[src/verilog/sww_pkg.sv]
// Constants shared by the sleep, wake and watchdog control block.
// Assumes a single 20 MHz core clock and a plain register port.
package sww_pkg;
    localparam int          ADDR_W            = 4;
    localparam logic [3:0]  ADDR_WDOG_CTRL    = 4'h0;
    localparam logic [3:0]  ADDR_WDOG_CFG     = 4'h1;
    localparam logic [3:0]  ADDR_RESET_CAUSE  = 4'h2;
    localparam logic [3:0]  ADDR_SLEEP_STATUS = 4'h3;
    localparam int          SOFT_EN_BIT       = 0;
    localparam int          CFG_EN_BIT        = 0;
    localparam int          CFG_PS_LO         = 1;
    localparam int          CFG_PS_HI         = 3;
    localparam int          PD_BIT            = 3;
    localparam int          TO_BIT            = 4;
    localparam int          CLK_HZ            = 20000000;
    localparam int          OST_TOSC          = 1024;
    localparam int          OST_CYCLES        = OST_TOSC;
    localparam int          WDT_BASE_CYCLES   = 4096;
    localparam logic [7:0]  WDT_CTRL_RESET    = 8'h00;
    localparam int          NUM_WAKE_SRC      = 11;
    localparam logic [15:0] PC_STEP           = 16'h0002;
    typedef enum logic [1:0] {
        SWW_RUN,
        SWW_SLEEP,
        SWW_OST
    } sww_state_t;
endpackage

[src/verilog/sww_top.sv]
// Sleep entry, wake decision and watchdog control for a small core.
// Assumes the core pulses the sleep and watchdog-clear inputs for one
// cycle as the instructions execute, and that wake sources are levels.
// What this block does
// - Watchdog runs when soft enable is 1, or config enable is 1.
// - Software cannot stop a watchdog enabled by configuration.
// - Control register upper bits read zero; bit 0 read/write, resets 0.
// - Postscaler ratio comes only from the programmed configuration field.
// - Sleep clears watchdog, clears power-down, sets time-out, stops oscillator.
// - During sleep the I/O ports hold their previous drive state.
// - Master clear, watchdog time-out or enabled interrupt ends sleep.
// - Only clockless peripherals may wake the device from sleep.
// - Master clear during sleep resets; other wakes resume execution.
// - Power-down flag set at power-up; time-out flag cleared on time-out.
// - Sleep prefetches the instruction at program counter plus two.
// - A wake source needs its own enable; global enable is ignored.
// - Global enable off continues in line; on, vectors after next.
// - Interrupt pending before sleep makes sleep a no-operation.
// - Interrupt during or after sleep: complete sleep, then wake at once.
// - Crystal modes wait 1024 oscillator periods on wake; RC and EC skip.
// - Awake time-out resets; asleep time-out wakes; clear resets watchdog.
//
// The implementer's own choices: the address-and-strobe port and the placing of the registers.
`timescale 1ns/1ps
module sww_top #(
    parameter int          PW           = 16,
    parameter int          WDT_BASE     = sww_pkg::WDT_BASE_CYCLES,
    parameter int          OST_LEN      = sww_pkg::OST_CYCLES,
    parameter logic [7:0]  CFG_WORD     = 8'h00
) (
    input  wire logic                       i_mclk,
    input  wire logic                       i_sys_rst,
    input  wire logic [sww_pkg::ADDR_W-1:0] i_addr,
    input  wire logic [7:0]                 i_wdata,
    input  wire logic                       i_wr,
    input  wire logic                       i_rd,
    output logic      [7:0]                 o_rdata,
    input  wire logic                       i_sleep_exec,
    input  wire logic                       i_watchdog_clear_instruction,
    input  wire logic                       i_master_clear_pin,
    input  wire logic [15:0]                i_pc,
    input  wire logic                       i_global_interrupt_enable,
    input  wire logic                       i_int_pin_flag,
    input  wire logic                       i_int_pin_en,
    input  wire logic                       i_portb_change_flag,
    input  wire logic                       i_portb_change_en,
    input  wire logic [10:0]                i_periph_flag,
    input  wire logic [10:0]                i_periph_en,
    input  wire logic [10:0]                i_periph_clockless,
    input  wire logic                       i_crystal_mode,
    input  wire logic [7:0]                 i_port_out,
    input  wire logic [7:0]                 i_port_oe_n,
    output logic      [7:0]                 o_port_out,
    output logic      [7:0]                 o_port_oe_n,
    output logic                            o_osc_driver_on,
    output logic                            o_core_clk_en,
    output logic                            o_device_reset,
    output logic      [15:0]                o_prefetch_addr,
    output logic                            o_vector_to_isr,
    output logic                            o_sleeping,
    output logic                            o_watchdog_running
);
    sww_pkg::sww_state_t state;
    logic        soft_watchdog_enable;
    logic        powerdown_flag_n;
    logic        timeout_flag_n;
    logic [7:0]  watchdog_config_high;
    logic [7:0]  port_hold;
    logic [7:0]  oe_hold;
    logic        cfg_watchdog_enable;
    logic [2:0]  postscale_sel;
    logic [7:0]  post_count;
    logic [7:0]  post_limit;
    logic        base_tick;
    logic        wdt_timeout;
    logic        wdt_clear;
    logic        irq_pending;
    logic        sleep_taken;
    logic        wake_int;
    logic        wake_wdt;
    logic        ost_done;
    logic        ost_run;
    logic        ost_clear;

    // The configuration word is fixed at programming time, so it is latched
    // on every clock after reset and never written by software.
    always_ff @(posedge i_mclk or posedge i_sys_rst) begin
        if (i_sys_rst) begin
            watchdog_config_high <= 8'h00;
        end else begin
            watchdog_config_high <= CFG_WORD;
        end
    end

    assign cfg_watchdog_enable = watchdog_config_high[sww_pkg::CFG_EN_BIT];
    assign postscale_sel =
        watchdog_config_high[sww_pkg::CFG_PS_HI:sww_pkg::CFG_PS_LO];
    assign o_watchdog_running =
        cfg_watchdog_enable | soft_watchdog_enable;

    always_ff @(posedge i_mclk or posedge i_sys_rst) begin
        if (i_sys_rst) begin
            soft_watchdog_enable <= sww_pkg::WDT_CTRL_RESET[0];
        end else if (i_wr && i_addr == sww_pkg::ADDR_WDOG_CTRL) begin
            soft_watchdog_enable <= i_wdata[sww_pkg::SOFT_EN_BIT];
        end
    end

    always_ff @(posedge i_mclk or posedge i_sys_rst) begin
        if (i_sys_rst) begin
            o_rdata <= 8'h00;
        end else if (i_rd) begin
            case (i_addr)
                sww_pkg::ADDR_WDOG_CTRL:
                    o_rdata <= {7'h00, soft_watchdog_enable};
                sww_pkg::ADDR_WDOG_CFG:
                    o_rdata <= watchdog_config_high;
                sww_pkg::ADDR_RESET_CAUSE:
                    o_rdata <= {3'h0, timeout_flag_n, powerdown_flag_n, 3'h0};
                sww_pkg::ADDR_SLEEP_STATUS:
                    o_rdata <= {6'h00, o_watchdog_running, o_sleeping};
                default:
                    o_rdata <= 8'h00;
            endcase
        end else begin
            o_rdata <= 8'h00;
        end
    end

    // Enabled interrupt requests; the global enable plays no part here.
    assign irq_pending = (i_int_pin_flag & i_int_pin_en)
        | (i_portb_change_flag & i_portb_change_en)
        | (|(i_periph_flag & i_periph_en & i_periph_clockless));

    // A request seen in the sleep cycle itself turns sleep into a no-op.
    assign sleep_taken = i_sleep_exec && state == sww_pkg::SWW_RUN
        && !irq_pending;
    assign wdt_clear = sleep_taken || i_watchdog_clear_instruction;

    // The base watchdog period is counted on the core clock; a real part uses
    // its own RC oscillator, which this model folds into the same clock.
    sww_counter #(
        .W (16)
    ) u_wdt_base (
        .i_mclk    (i_mclk),
        .i_sys_rst (i_sys_rst),
        .i_clear   (wdt_clear || base_tick),
        .i_run     (o_watchdog_running),
        .i_limit   (16'(WDT_BASE - 1)),
        .o_done    (base_tick)
    );

    assign post_limit = 8'((8'h01 << postscale_sel) - 8'h01);

    always_ff @(posedge i_mclk or posedge i_sys_rst) begin
        if (i_sys_rst) begin
            post_count <= 8'h00;
        end else if (wdt_clear || wdt_timeout) begin
            post_count <= 8'h00;
        end else if (base_tick) begin
            post_count <= post_count + 8'h01;
        end
    end

    assign wdt_timeout = base_tick && post_count == post_limit
        && o_watchdog_running;

    assign wake_int = state == sww_pkg::SWW_SLEEP && irq_pending;
    assign wake_wdt = state == sww_pkg::SWW_SLEEP && wdt_timeout;

    always_ff @(posedge i_mclk or posedge i_sys_rst) begin
        if (i_sys_rst) begin
            state <= sww_pkg::SWW_RUN;
        end else if (i_master_clear_pin) begin
            state <= sww_pkg::SWW_RUN;
        end else begin
            case (state)
                sww_pkg::SWW_RUN: begin
                    if (sleep_taken) begin
                        state <= sww_pkg::SWW_SLEEP;
                    end
                end
                sww_pkg::SWW_SLEEP: begin
                    if (wake_int || wake_wdt) begin
                        state <= i_crystal_mode ? sww_pkg::SWW_OST
                                                : sww_pkg::SWW_RUN;
                    end
                end
                sww_pkg::SWW_OST: begin
                    if (ost_done) begin
                        state <= sww_pkg::SWW_RUN;
                    end
                end
                default: state <= sww_pkg::SWW_RUN;
            endcase
        end
    end

    assign ost_run   = state == sww_pkg::SWW_OST;
    assign ost_clear = state != sww_pkg::SWW_OST;

    sww_counter #(
        .W (11)
    ) u_ost (
        .i_mclk    (i_mclk),
        .i_sys_rst (i_sys_rst),
        .i_clear   (ost_clear),
        .i_run     (ost_run),
        .i_limit   (11'(OST_LEN - 1)),
        .o_done    (ost_done)
    );

    // Power-down flag reads 1 after power-up; time-out flag likewise.
    always_ff @(posedge i_mclk or posedge i_sys_rst) begin
        if (i_sys_rst) begin
            powerdown_flag_n <= 1'b1;
        end else if (sleep_taken) begin
            powerdown_flag_n <= 1'b0;
        end
    end

    always_ff @(posedge i_mclk or posedge i_sys_rst) begin
        if (i_sys_rst) begin
            timeout_flag_n <= 1'b1;
        end else if (wdt_timeout) begin
            timeout_flag_n <= 1'b0;
        end else if (sleep_taken) begin
            timeout_flag_n <= 1'b1;
        end
    end

    // A time-out while awake is a device reset; asleep it is only a wake.
    always_ff @(posedge i_mclk or posedge i_sys_rst) begin
        if (i_sys_rst) begin
            o_device_reset <= 1'b0;
        end else begin
            o_device_reset <= i_master_clear_pin
                || (wdt_timeout && state == sww_pkg::SWW_RUN);
        end
    end

    // Port state is captured on sleep entry so the pins cannot drift.
    always_ff @(posedge i_mclk or posedge i_sys_rst) begin
        if (i_sys_rst) begin
            port_hold <= 8'h00;
            oe_hold   <= 8'hff;
        end else if (state == sww_pkg::SWW_RUN) begin
            port_hold <= i_port_out;
            oe_hold   <= i_port_oe_n;
        end
    end

    assign o_port_out  = port_hold;
    assign o_port_oe_n = oe_hold;

    always_ff @(posedge i_mclk or posedge i_sys_rst) begin
        if (i_sys_rst) begin
            o_prefetch_addr <= 16'h0000;
        end else if (i_sleep_exec) begin
            o_prefetch_addr <= i_pc + sww_pkg::PC_STEP;
        end
    end

    // The vector request is held until the core leaves sleep and returns.
    always_ff @(posedge i_mclk or posedge i_sys_rst) begin
        if (i_sys_rst) begin
            o_vector_to_isr <= 1'b0;
        end else if (i_master_clear_pin) begin
            o_vector_to_isr <= 1'b0;
        end else if (wake_int) begin
            o_vector_to_isr <= i_global_interrupt_enable;
        end else if (state == sww_pkg::SWW_RUN) begin
            o_vector_to_isr <= 1'b0;
        end
    end

    assign o_sleeping      = state != sww_pkg::SWW_RUN;
    assign o_osc_driver_on = state != sww_pkg::SWW_SLEEP;
    assign o_core_clk_en   = state == sww_pkg::SWW_RUN;
endmodule

[src/verilog/sww_counter.sv]
// Reusable up counter with synchronous clear and terminal flag.
// Assumes one clock and an active-high asynchronous reset.
`timescale 1ns/1ps
module sww_counter #(
    parameter int W = 16
) (
    input  wire logic         i_mclk,
    input  wire logic         i_sys_rst,
    input  wire logic         i_clear,
    input  wire logic         i_run,
    input  wire logic [W-1:0] i_limit,
    output logic              o_done
);
    logic [W-1:0] count;

    always_ff @(posedge i_mclk or posedge i_sys_rst) begin
        if (i_sys_rst) begin
            count <= '0;
        end else if (i_clear) begin
            count <= '0;
        end else if (i_run && count != i_limit) begin
            count <= count + 1'b1;
        end
    end

    assign o_done = i_run && (count == i_limit);
endmodule

[config.mk]
export PLATFORM = sky130hd
export DESIGN_NAME = sww_top
export DESIGN_NICKNAME = d
export VERILOG_FILES = /design/src/verilog/sww_pkg.sv /design/src/verilog/sww_top.sv /design/src/verilog/sww_counter.sv
export SDC_FILE = /design/constraint.sdc
export NUM_CORES = 1
export LEC_CHECK = 0
export BUFFER_PORTS_ARGS = -buffer_cell sky130_fd_sc_hd__buf_2
export CORE_MARGIN = 8
export CORE_UTILIZATION = 50
export DETAILED_ROUTE_END_ITERATION = 10
export PLACE_DENSITY = 0.75
export SETUP_SLACK_MARGIN = 0.4
export SYNTH_ARGS = -nofsm -noshare
export SYNTH_HDL_FRONTEND = slang
export SYNTH_HIERARCHICAL = 1
export SYNTH_SLANG_ARGS = --single-unit
export TNS_END_PERCENT = 1
[constraint.sdc]
create_clock -name i_mclk -period 3 [get_ports i_mclk]
set_clock_uncertainty 0.05 [all_clocks]
set_input_delay 0.3 -clock i_mclk [delete_from_list [all_inputs] [get_ports i_mclk]]
set_output_delay 0.3 -clock i_mclk [all_outputs]
set_load 0.1 [all_outputs]
* Word level (Yosys, flattened, before mapping) *
Index checks and enable logic that the tools add are counted.

operators by class
  bitwise operators = 6
  $add $sub $neg = 4
  reductions and logical operators = 29
  mux-type cells = 19
  eq/ne operators = 13

operators with widths
  cell                                             count
  two-way mux 16 bit                               2
  two-way mux 8 bit                                3
  bitwise AND 11 bit                               2
  two-way mux 11 bit                               2
  adder 16 x 1 -> 16 bit, second input constant    1
  adder 16 x 2 -> 16 bit, second input constant    1
  == test 16 x 12 -> 1 bit, second input constant  1
  != test 16 x 12 -> 1 bit, second input constant  1
  case mux 5 bit (3 select lines)                  1
  logical AND 1 bit                                12
  adder 11 x 1 -> 11 bit, second input constant    1
  == test 11 x 10 -> 1 bit, second input constant  1
  != test 11 x 10 -> 1 bit, second input constant  1
  OR reduction 11 bit                              1
  two-way mux 2 bit                                5
  nonzero test 2 bit                               5
  adder 8 x 1 -> 8 bit, second input constant      1
  == test 4 x 2 -> 1 bit, second input constant    2
  zero test 8 bit                                  1
  != test 3 x 2 -> 1 bit, second input constant    2
  case mux 2 bit (3 select lines)                  1
  logical OR 1 bit                                 5
  two-way mux 1 bit                                5
  zero test 4 bit                                  1
  other kinds (11)                                 13

storage, ports and cells
  word-level logic and storage cells = 84
  input bits = 90
  output and inout bits = 46
  register bits after elaboration = 82

* Depth between registers and ports, before layout *
Gate-level depths: netlist (run 1).

  depth after elaboration = 9
  mapped depth = 11
  depth with buffers taken out = 8

* By module *
The synthesis (run 1) kept the hierarchy.

by module, submodules not included
  module                     sequential area each (µm²)  area each (µm²)  instances  cells each
  sww_top                    1288.7                      2433.6           1          232
  sww_counter at u_wdt_base  400.4                       1129.8           1          118
  sww_counter at u_ost       275.3                       742.0            1          82

* Worst setup path before layout (run 1) *
OpenSTA, ideal clock, no wires.

  path kind = reg-to-reg
  start = register state[1]
  end = register u_wdt_base.count[0]
  setup time = 0.134 ns
  period minus slack after synthesis = 2.455 ns
  required time = 2.816 ns
  path buffers = 3
  arrival = 2.271 ns
  cell stages (with the launch flop) = 11
  path slack = 0.545 ns
  cell sequence = dfrtp_1 or2_1 buf_2 inv_2 nand2_1 nor3_1 nand2_1 nand2_1 clkbuf_1 clkbuf_1 nor2_1

on the way
  longest elaborated chain between the ends = 6
  elaborated cells on any way between the ends = 7
  those cells by class = mux: 1; reduce/logical: 6

ends and longest elaborated chain
  item                                                      RTL line           text
  start, declared                                           sww_top.sv:63      sww_pkg::sww_state_t state;
  start signal, assigned                                    sww_top.sv:173     state <= sww_pkg::SWW_RUN;
  start signal, assigned                                    sww_top.sv:175     state <= sww_pkg::SWW_RUN;
  start signal, assigned                                    sww_top.sv:180     state <= sww_pkg::SWW_SLEEP;
  zero test 2 bit *                                         sww_top.sv:136     assign sleep_taken = i_sleep_exec && state == sww_pkg::SWW_RUN
  logical AND 1 bit *                                       sww_top.sv:136
  logical AND 1 bit *                                       sww_top.sv:137     && !irq_pending;
  logical OR 1 bit *                                        sww_top.sv:138     assign wdt_clear = sleep_taken || i_watchdog_clear_instruction;
  logical OR 1 bit *                                        sww_top.sv:147     .i_clear (wdt_clear || base_tick),
  two-way mux 16 bit or nonzero test 2 bit (tied branches)  n/a
  end signal, assigned                                      sww_counter.sv:22  count <= count + 1'b1;
  end, declared                                             sww_counter.sv:14  logic [W-1:0] count;

Every way passes the cells marked *; elsewhere a longest branch is shown, timed or not.
A chain may end at the register's enable or synchronous reset.

* Worst setup path after layout (run 1) *
  start = register u_wdt_base.count[14]
  end = register state[1]

on the way
  longest elaborated chain between the ends = 8

ends and longest elaborated chain
  item                              RTL line           text
  == test 16 x 12 -> 1 bit          sww_counter.sv:26  assign o_done = i_run && (count == i_limit);
  logical AND 1 bit                 sww_counter.sv:26
  named net base_tick               sww_top.sv:74      logic base_tick;
  logical AND 1 bit                 sww_top.sv:165     assign wdt_timeout = base_tick && post_count == post_limit
  logical AND 1 bit                 sww_top.sv:166     && o_watchdog_running;
  logical AND 1 bit                 sww_top.sv:169     assign wake_wdt = state == sww_pkg::SWW_SLEEP && wdt_timeout;
  logical OR 1 bit                  sww_top.sv:184     if (wake_int || wake_wdt) begin
  != test 3 x 2 -> 1 bit (no line)  n/a
  AND reduction 3 bit (no line)     n/a
  end signal, assigned              sww_top.sv:173
  end signal, assigned              sww_top.sv:175
  end signal, assigned              sww_top.sv:185     state <= i_crystal_mode ? sww_pkg::SWW_OST

The timed path passes the listed nets, and every way through them passes these cells.

==> impl_metrics.ini, run 1 <==
[timing]
slew_headroom_pct = 31.8
setup_viol_count_final = 0
maxSlewViolCount = 0
finalWorstSetupSlack_ns = 0.658
whs_ns = 0.126
min_period_over_period_pct = 78.1
timing.fmax_mhz = 427
hold_viol = 0
grt_setup_unrepaired = false
worst_slew_pin_slew_ns = 1.02
tns_ns = 0
period_needed_ns = 2.34

[critical_path]
worst_setup_path_end_kind = flop
ff2ff_path_depth = 8
crit_arrival_ns = 2.53
cp_max_fo = 8
start_kind = flop
critPathKind = reg -> reg
r2r_start = u_wdt_base/count[14]
r2r_slack_ns = 0.66
required_ns = 3.19
r2r-end = state[1]

[worst_hold_path]
hold_class = in -> reg
min_to = o_prefetch_addr[1]
hp-start = i_pc[1]
min_path_cells = 2

[placed_design]
io_buffers = 124
gp_congestion = 0.843
dp_slack_ns = 0.564
dp_hpwl_um = 8020

[run]
cap_violations = 0

[drt]
dr.pass1.iters = 4
viasPerCell = 5.18
drt-total-wl_um = 10100
wl_per_cell_um = 14.5
drc_errors = 0
vias = 3607
drt_iter0_drc = 122
final_antenna_net_count = 0

[global_routing]
grt_use_total_pct = 17.6
gr-total-overflow = 0
grt_pass1_vias = 3679
top_usage_layer = met2
grt_pass1_wl_um = 16700
met2_usage_pct = 29.2
met1_usage_pct = 21.0
antenna_found_initial = 0
globalRouteMet3Util_pct = 6.38
grt_max_degree = 52

[power_and_ir_drop]
peakVddDrop_mv = 0.458
p_comb_share_pct = 25.4
pwr-share-clk_pct = 32.6
p_sw_share_pct = 35.2
power_switching_w = 0.000957
powerDensity_nw_per_um2 = 511
intPower_w = 0.00176
p_leak_nw = 2.40
seqPwrFrac_pct = 41.9

[floorplanning]
die_y_um = 109
die_w_um = 109
die_area_um2 = 11800
initial_core_util_pct = 50.4
core_um2 = 8550
std_cell_rows = 34
ioPinCount = 136

[synth]
synth_common_cells = 68 x dfrtp_1, 47 x nor2_1, 33 x xnor2_1
yosysMostFrequentCell = dfrtp_1
netlist_top_cells_area = dfrtp_1 40%, xnor2_1 6.7%, mux2_2 6.3%
ys_ff_latch = 78
ys_async_sr_fraction_pct = 100
syn_area_um2 = 4310
syn_inst = 432
syn_avg_cell_area_um2 = 9.97
synth-edff-count = 0
yosysTopAreaCellShare_pct = 39.5
yosysTopAreaCell = dfrtp_1
yosys_warnings = 6
ys.flop_type = dfrtp_1
ys_types = 53
ys_seq_area_share_pct = 45.6

[finish]
utilization_pct = 62.3
drive_gt1_share_pct = 34.4
areaGrowthSynthToFinish_pct = 23.7
fin_nets = 678
antennaDiodeCount = 0

[cts]
clk_pin_slew_ns = 0.09
cts-root-buf = clkbuf_8
clk_latency_ns = 0.33
numClockSinks = 78
cts_tree = built
numCtsBuffers = 9
htreeDepth = 3
ctsLongestPathBuffers = 2

[run_status]
status = completed
-- kinds of logic after synthesis --
logic type,count (synthesis),synth area share (%)
fa+ha+maj,5,1.45
compound gates,60,8.60
xor+xnor,48,9.94
mux,30,7.90
simple gates,173,21.9
buf+inv,36,4.36
other cells,2,0.174
flops,78,45.6
-- through the flow --
step	std cells	power, W	area, um2
after floorplan	461	0.00171	4410
after detailed placement	679	0.00186	5080
after global routing	696	0.00284	5330
final	696	0.00272	5330
after global placement	679	0.00185	5080
after CTS	696	0.00275	5330
-- per-layer routing --
metal  vias to the layer above  share of wire, %
li1                       1788                 -
met1                      1703                41
met2                       108                50
met3                         8               8.0
met4                         0              0.98
met5                         -                 0
-- placed cells by master (no fill, tap or decap), types with 2 or more instances in the layout --
cell type,instances
nor3_1,4
nor3_2,4
nor3b_1,2
o31ai_1,4
nor2b_1,7
nor2_1,47
or3_1,11
nand3_1,30
and2_1,3
a21oi_2,3
xnor2_1,33
and3_1,6
dfstp_2,10
dfrtp_1,68
or4_1,5
xor2_1,14
inv_2,2
o21ai_1,7
nand2_1,18
clkbuf_8,10
buf_2,124
mux2_2,24
mux2i_1,4
or3_2,2
mux2_4,2
nand4_2,3
nand4_1,18
ha_1,5
conb_1,31
bufinv_16,2
clkinv_4,2
buf_4,5
inv_1,15
o21ai_0,8
nor4_1,4
nand2b_1,3
a21oi_1,30
-- flip-flops by register name, summed over array words and instances (netlist names) --
signal	count
o_device_reset	1
post_count	8
u_ost/count	11
o_port_oe_n	8
o_vector_to_isr	1
soft_watchdog_enable	1
timeout_flag_n	1
powerdown_flag_n	1
o_port_out	8
o_prefetch_addr	16
state	2
u_wdt_base/count	16
o_rdata	4
-- worst max-delay path: stages, from the launching register on --
cell and delay [ns]:
dfrtp_1 0.41, xnor2_1 0.19, nand4_1 0.19, nor2_1 0.13, and3_1 0.37, nand3_1 0.18
nor4b_4 0.36, nor2_1 0.09, a311oi_1 0.27
-- worst max-delay path by stage --
stage / start / slack [ns] / endpoint
global placement: u_wdt_base/count[2] / 0.67 / u_wdt_base/count[6]
CTS: u_wdt_base/count[14] / 0.55 / u_wdt_base/count[15]
global route: u_wdt_base/count[14] / 0.40 / state[1]
floorplan: state[1] / 0.54 / u_wdt_base/count[0]
finish: u_wdt_base/count[14] / 0.66 / state[1]
detailed placement: u_wdt_base/count[14] / 0.56 / u_wdt_base/count[15]
-- power groups by stage --
stage	clock network (W)	registers [W]	logic, W
floorplan	0	0.00148	0.000237
global placement	0	0.00116	0.000686
detailed placement	0	0.00116	0.000695
CTS	0.000913	0.00114	0.000697
global route	0.000956	0.00115	0.000731
finish	0.000888	0.00114	0.000692
-- final cells by class --
| cell class | count | area [um2] |
|---|---|---|
| inverters | 17 | 63.8 |
| repair buffers | 130 | 668 |
| clock buffers | 10 | 138 |
| flip-flops and latches | 78 | 1960 |
| fillers | 699 | 3220 |
| well taps | 108 | 135 |
| multi-input cells | 347 | 2260 |
| clock inverters | 6 | 93.8 |
-- repair_timing --
item | in CTS | in global routing
setup buffers | 0 | 0
setup endpoints to repair | 0 | 4
gates resized for setup | 0 | 1
endpoints found under the hold margin | 11 | 0
hold buffers | 1 | 0
Power figures use the tool's default switching activity.
==> run 2, diff against run 1 <==
- ABC_AREA: not set -> 1
- PLACE_DENSITY: 0.75 -> 0.73
- clock period: 3 -> 2.3 ns (I/O delays scaled with it)
==> impl_metrics.ini, run 2 <==
[drt]
drc_errors = 0
wl_per_cell_um = 12.5
final_antenna_net_count = 0
dr.pass1.iters = 5
drt_iter0_drc = 191
vias = 4988
drt-total-wl_um = 13200
viasPerCell = 4.73

[power_and_ir_drop]
p_comb_share_pct = 28.8
p_leak_nw = 3.60
peakVddDrop_mv = 0.576
seqPwrFrac_pct = 43.8
power_switching_w = 0.00135
p_sw_share_pct = 39.6
p_total_w = 0.00341
pwr-share-clk_pct = 27.4
powerDensity_nw_per_um2 = 543
intPower_w = 0.00206

[placed_design]
dp_hpwl_um = 9910
gp_congestion = 0.894
io_buffers = 124

[global_routing]
antenna_found_initial = 1
gr-total-overflow = 0
grt_max_degree = 33
grt_pass1_wl_um = 23000
grt_use_total_pct = 21.3
grt_pass1_vias = 5311

[critical_path]
r2r_start = u_wdt_base/count[0]
critical_path.startpoint = u_wdt_base/count[0]
r2r-end = state[0]
required_ns = 2.54
path_cells = inv_1 -> nand2_1 -> nand2_1 -> nor2_2 -> nand2_2 -> nor2_4 -> nand2_4 -> nor2_4 -> nand2_1 -> nor2_1 -> nand3_2 -> nand3_2 -> nor2_2 -> nor2_2 -> nand3_1 -> nand2_1
critPathMostFrequentCell = nand2_1
critical_path.slowest_cell = dfrtp_1
crit_cells = 16
critPathKind = reg -> reg
crit_family = simple AND/OR/NAND/NOR gates
endpoint = state[0]
crit_arrival_ns = 2.17
r2r_slack_ns = 0.37
start_kind = flop
cp_max_fo = 4
worst_setup_path_end_kind = flop
ff2ff_path_depth = 16
crit_buf_inv = 1
max_stage_delay_ns = 0.35

[cts]
cts-root-buf = clkbuf_8
ctsLongestPathBuffers = 2
numClockSinks = 78
cts_tree = built
numCtsBuffers = 9
clk_pin_slew_ns = 0.09
htreeDepth = 3
clk_latency_ns = 0.36

[synth]
synth_common_cells = 257 x nand2_1, 84 x inv_1, 74 x nor2_1
synth_top_family_by_area = simple AND/OR/NAND/NOR gates
ys.flop_type = dfrtp_1
yosys.area_share.xor_xnor_pct = 5.13
netlist_top_cells_area = dfrtp_1 34%, nand2_1 19%, nand3_1 7.2%
ys_ff_latch = 78
syn_area_um2 = 4950
yosys_warnings = 6
ys_async_sr_fraction_pct = 100
ys_seq_area_share_pct = 39.7
synth-edff-count = 0
yosysTopAreaCellShare_pct = 34.4
yosysTopAreaCell = dfrtp_1
synth_compound_area_share_pct = 2.05
synthSimpleGateAreaFrac_pct = 40.8
yosys-mux-area-fraction_pct = 0
syn_avg_cell_area_um2 = 6.81
ys_types = 31
synthAdderAreaFrac_pct = 1.26
syn_inst = 727
yosysMostFrequentCell = nand2_1

[timing]
slew_headroom_pct = 55.9
setup_viol_count_final = 0
timing.fmax_mhz = 518
hold_viol = 0
tns_ns = 0
grt_setup_unrepaired = true
worst_slew_pin_slew_ns = 0.661
min_period_over_period_pct = 83.9
period_needed_ns = 1.93
maxSlewViolCount = 0

[floorplanning]
initial_core_util_pct = 51.1
die_y_um = 116
die_w_um = 116
ioPinCount = 136
core_um2 = 9680
std_cell_rows = 36
die_area_um2 = 13300

[finish]
antennaDiodeCount = 0
areaGrowthSynthToFinish_pct = 26.7
n_fill_cell = 849
fin_nets = 1011
top_regs = o_prefetch_addr (16), u_wdt_base/count (16), u_ost/count (11)
most-common-layout-cells = 253 x nand2_1, 124 x buf_2, 82 x inv_1, 69 x nand3_1, 67 x nor2_1
layout.cells.most_common = nand2_1
drive_gt1_share_pct = 25.1

[run]
cap_violations = 0

[worst_hold_path]
hold_class = in -> reg

[run_status]
status = completed
-- run 2: cell types whose count changed in the layout (fill, tap and decap cells not counted), sizes merged, moves of 6 or more --
| cell | previous run | this run |
|---|---|---|
| nand2 | 19 | 263 |
| inv | 18 | 100 |
| nand3 | 30 | 73 |
| nor2 | 47 | 84 |
| a21oi | 33 | 4 |
| mux2 | 26 | 0 |
| buf | 129 | 152 |
| xnor2 | 34 | 11 |
| conb | 31 | 50 |
| nand4 | 21 | 38 |
| or3 | 13 | 0 |
| nor2b | 7 | 0 |
| and3 | 6 | 0 |
| dlygate4sd3 | 1 | 7 |
-- run 2: cell type report --
| class | instances | area, um2 | area share (%) |
|---|---|---|---|
| Inverter | 99 | 374 | 5.96 |
| Sequential cell | 78 | 1970 | 31.4 |
| Multi-Input combinational cell | 569 | 2690 | 42.8 |
| Clock buffer | 10 | 128 | 2.03 |
| Tap cell | 133 | 166 | 2.65 |
| Clock inverter | 6 | 46.3 | 0.738 |
| Timing Repair Buffer | 159 | 901 | 14.4 |
-- run 2: worst min-delay path: stages --
cell and delay (ns):
buf_2 0.08, nand2_1 0.04, nand2_1 0.05
-- run 2: cells by family (layout without fill, tap and decap cells) --
| kind of cell | after synthesis | after routing |
|---|---|---|
| buf+inv | 128 | 274 |
| fa+ha+maj | 5 | 5 |
| xor+xnor | 29 | 29 |
| compound gates | 19 | 19 |
| other cells | 2 | 50 |
| simple gates | 466 | 466 |
| flops | 78 | 78 |
-- run 2: metrics by stage --
step / utilization, % / std cells / hold WS [ns] / cell area [um2] / worst slack (ns)
2_1_floorplan: - / 775 / 0.0324 / 5170 / 0.296
3_3_place_gp: 60.2 / 1012 / 0.184 / 5830 / 0.251
3_5_place_dp: 60.2 / 1012 / 0.187 / 5830 / 0.201
4_1_cts: 64.2 / 1052 / 0.00112 / 6210 / 0.372
5_1_grt: 64.8 / 1054 / 0.00615 / 6270 / 0.177
6_report: 64.8 / 1054 / 0.0203 / 6270 / 0.369
-- run 2: timing repair --
action | 4_1_cts | 5_1_grt
setup buffers | 17 | 2
gates resized for setup | 7 | 13
hold buffers | 7 | 0
pin swaps | 4 | 19
setup endpoints to repair | 29 | 36
endpoints found under the hold margin | 46 | 0
-- run 2: how the worst min path moves through the flow --
stage | end | cells after the start | startpoint | slack, ns
after global routing | o_port_oe_n[6] | 3 | i_port_oe_n[6] | 0.006
after detailed placement | post_count[6] | 2 | i_sys_rst | 0.19
after global placement | post_count[6] | 2 | i_sys_rst | 0.18
final | o_port_out[2] | 3 | i_port_out[2] | 0.02
after CTS | o_port_out[2] | 3 | i_port_out[2] | 0.001
after floorplan | u_ost/count[0] | 1 | i_sys_rst | 0.03
-- run 2: power by group through the flow --
| stage | combinational, W | clock [W] | sequential [W] |
|---|---|---|---|
| 2_1_floorplan | 0.000330 | 0 | 0.00193 |
| 3_3_place_gp | 0.000923 | 0 | 0.00152 |
| 3_5_place_dp | 0.000937 | 0 | 0.00152 |
| 4_1_cts | 0.000968 | 0.000971 | 0.00149 |
| 5_1_grt | 0.00105 | 0.00104 | 0.00150 |
| 6_report | 0.000981 | 0.000933 | 0.00149 |
-- run 2: layer usage --
layer  share of wire [%]  vias up  track usage [%]
met4                 2.1        2             8.14
li1                    -     2582                -
met2                  49      138             36.9
met5               0.098        -                0
met3                 7.2       23             6.77
met1                  42     2243             23.8
==> run 3, diff against run 2 <==
- clock period: 2.3 -> 1.9 ns (I/O delays scaled with it)
==> impl_metrics.ini, run 3 (synthesized netlist as in run 2, its figures left out) <==
[drt]
vias = 5187
viasPerCell = 4.84
drt_iter0_drc = 265
dr.pass1.iters = 5
drc_errors = 0
wl_per_cell_um = 13.2
final_antenna_net_count = 0
drt-total-wl_um = 14200

[timing]
grt_setup_unrepaired = true
slew_headroom_pct = 57.3
timing.fmax_mhz = 511
setup_viol_count_final = 2
min_period_over_period_pct = 103
whs_ns = 0.0267
maxSlewViolCount = 0
hold_viol = 0
period_needed_ns = 1.96
worst_slew_pin_slew_ns = 0.640
finalWorstSetupSlack_ns = -0.0551

[critical_path]
r2r_slack_ns = -0.06
cp_max_fo = 4
r2r-end = post_count[5]
crit_arrival_ns = 2.19
critPathMostFrequentCell = nand2_1
critPathKind = reg -> reg
worst_setup_path_end_kind = flop
max_stage_delay_ns = 0.36
start_kind = flop
required_ns = 2.14
r2r_start = u_wdt_base/count[11]
crit_family = simple AND/OR/NAND/NOR gates
ff2ff_path_depth = 14
crit_buf_inv = 3
critical_path.slowest_cell = dfrtp_1
path_cells = inv_1 -> nand2_1 -> nand2_1 -> nor2_1 -> nand2_1 -> nor2_2 -> nand2_4 -> nor2_4 -> inv_2 -> nor3_4 -> nand3_2 -> buf_4 -> xor2_1 -> nor2_1

[run_status]
status = finished with violations
violations = setup timing

[cts]
ctsLongestPathBuffers = 2
clk_latency_ns = 0.36
cts_tree = built
numCtsBuffers = 9
numClockSinks = 78
htreeDepth = 3
clk_pin_slew_ns = 0.09
cts-root-buf = clkbuf_8

[floorplanning]
ioPinCount = 136
die_area_um2 = 13300
std_cell_rows = 36
die_w_um = 116
die_y_um = 116
initial_core_util_pct = 51.1
core_um2 = 9680

[worst_hold_path]
min_to = o_prefetch_addr[1]
hold_class = in -> reg
hp-start = i_pc[1]
min_path_cells = 2

[finish]
top_regs = o_prefetch_addr (16), u_wdt_base/count (16), u_ost/count (11)
fin_cells = 1072
layout.cells.most_common = nand2_1
stdcell_area_um2 = 6580
drive_gt1_share_pct = 25.5
most-common-layout-cells = 255 x nand2_1, 113 x buf_2, 80 x inv_1, 69 x nand3_1, 68 x nor2_1
utilization_pct = 68.0
fin_nets = 1029
antennaDiodeCount = 0
areaGrowthSynthToFinish_pct = 33.0

[placed_design]
gp_congestion = 0.920
dp_hpwl_um = 10200
placed_cells = 1035
placed_area_um2 = 6060
io_buffers = 124

[power_and_ir_drop]
peakVddDrop_mv = 0.740
p_leak_nw = 3.71
powerDensity_nw_per_um2 = 661

[global_routing]
grt_max_degree = 33
grt_pass1_wl_um = 23400
gr-total-overflow = 0
grt_use_total_pct = 21.8
grt_pass1_vias = 5222
antenna_found_initial = 0

[run]
cap_violations = 0
[run 3: cell types whose count changed in the layout (fill, tap and decap cells not counted), sizes merged]
| cell | before | now |
|---|---|---|
| buf | 152 | 154 |
| bufinv | 0 | 1 |
| clkbuf | 10 | 15 |
| clkinv | 3 | 2 |
| clkinvlp | 2 | 4 |
| dlygate4sd3 | 7 | 18 |
| inv | 100 | 98 |
[run 3: power breakdown]
part / total [W] / internal (W) / switching, W
clock network: 0.00131 / 0.000649 / 0.000663
logic: 0.00123 / 0.000289 / 0.000939
registers: 0.00181 / 0.00175 / 0.0000586
[run 3: per-layer routing]
layer  vias up  wire length [um]  global-route usage (%)
met3        20              1060                    6.62
met1      2394              5770                    24.2
li1       2622                 -                       -
met2       151              7130                    38.4
met4         0               233                    8.06
met5         -                 0                       0
[run 3: repair_timing]
item / in CTS / in global routing
setup buffers: 2 / 1
gates resized for setup: 4 / 35
endpoints found under the setup margin: 42 / 51
hold endpoints to repair: 67 / 0
pin swaps: 8 / 15
hold buffers: 18 / 0
[run 3: worst register-to-register path, stage by stage, from the launching register on]
cell	delay, ns
dfrtp_1	0.36
inv_1	0.07
nand2_1	0.06
nand2_1	0.04
nor2_1	0.13
nand2_1	0.09
nor2_2	0.14
nand2_4	0.08
nor2_4	0.12
inv_2	0.08
nor3_4	0.15
nand3_2	0.14
buf_4	0.16
xor2_1	0.13
nor2_1	0.10
[run 3: final cells by class]
type                    count  area (um2)
clock buffers              10         138
clock inverters             6        70.1
fillers                   808        3100
inverters                  99         378
multi-input cells         569        2710
flip-flops and latches     78        1970
well taps                 133         166
repair buffers            177        1150
[run 3: through the flow]
stage	TNS (ns)	power, W	worst slack, ns
global placement	0	0.00299	0.0255
detailed placement	0	0.00301	0.00634
finish	-0.0702	0.00435	-0.0551
global route	-0.944	0.00453	-0.182
CTS	0	0.00434	0.0168
floorplan	-1.19	0.00274	-0.104
[run 3: how the worst max path moves through the flow]
stage,startpoint,endpoint,slack [ns],depth (start not counted)
finish,u_wdt_base/count[11],post_count[5],-0.06,14
global placement,u_wdt_base/count[5],post_count[1],0.03,14
detailed placement,u_wdt_base/count[0],post_count[1],0.006,14
CTS,u_wdt_base/count[10],post_count[7],0.02,16
floorplan,soft_watchdog_enable,post_count[7],-0.10,11
global route,u_wdt_base/count[5],post_count[7],-0.18,16
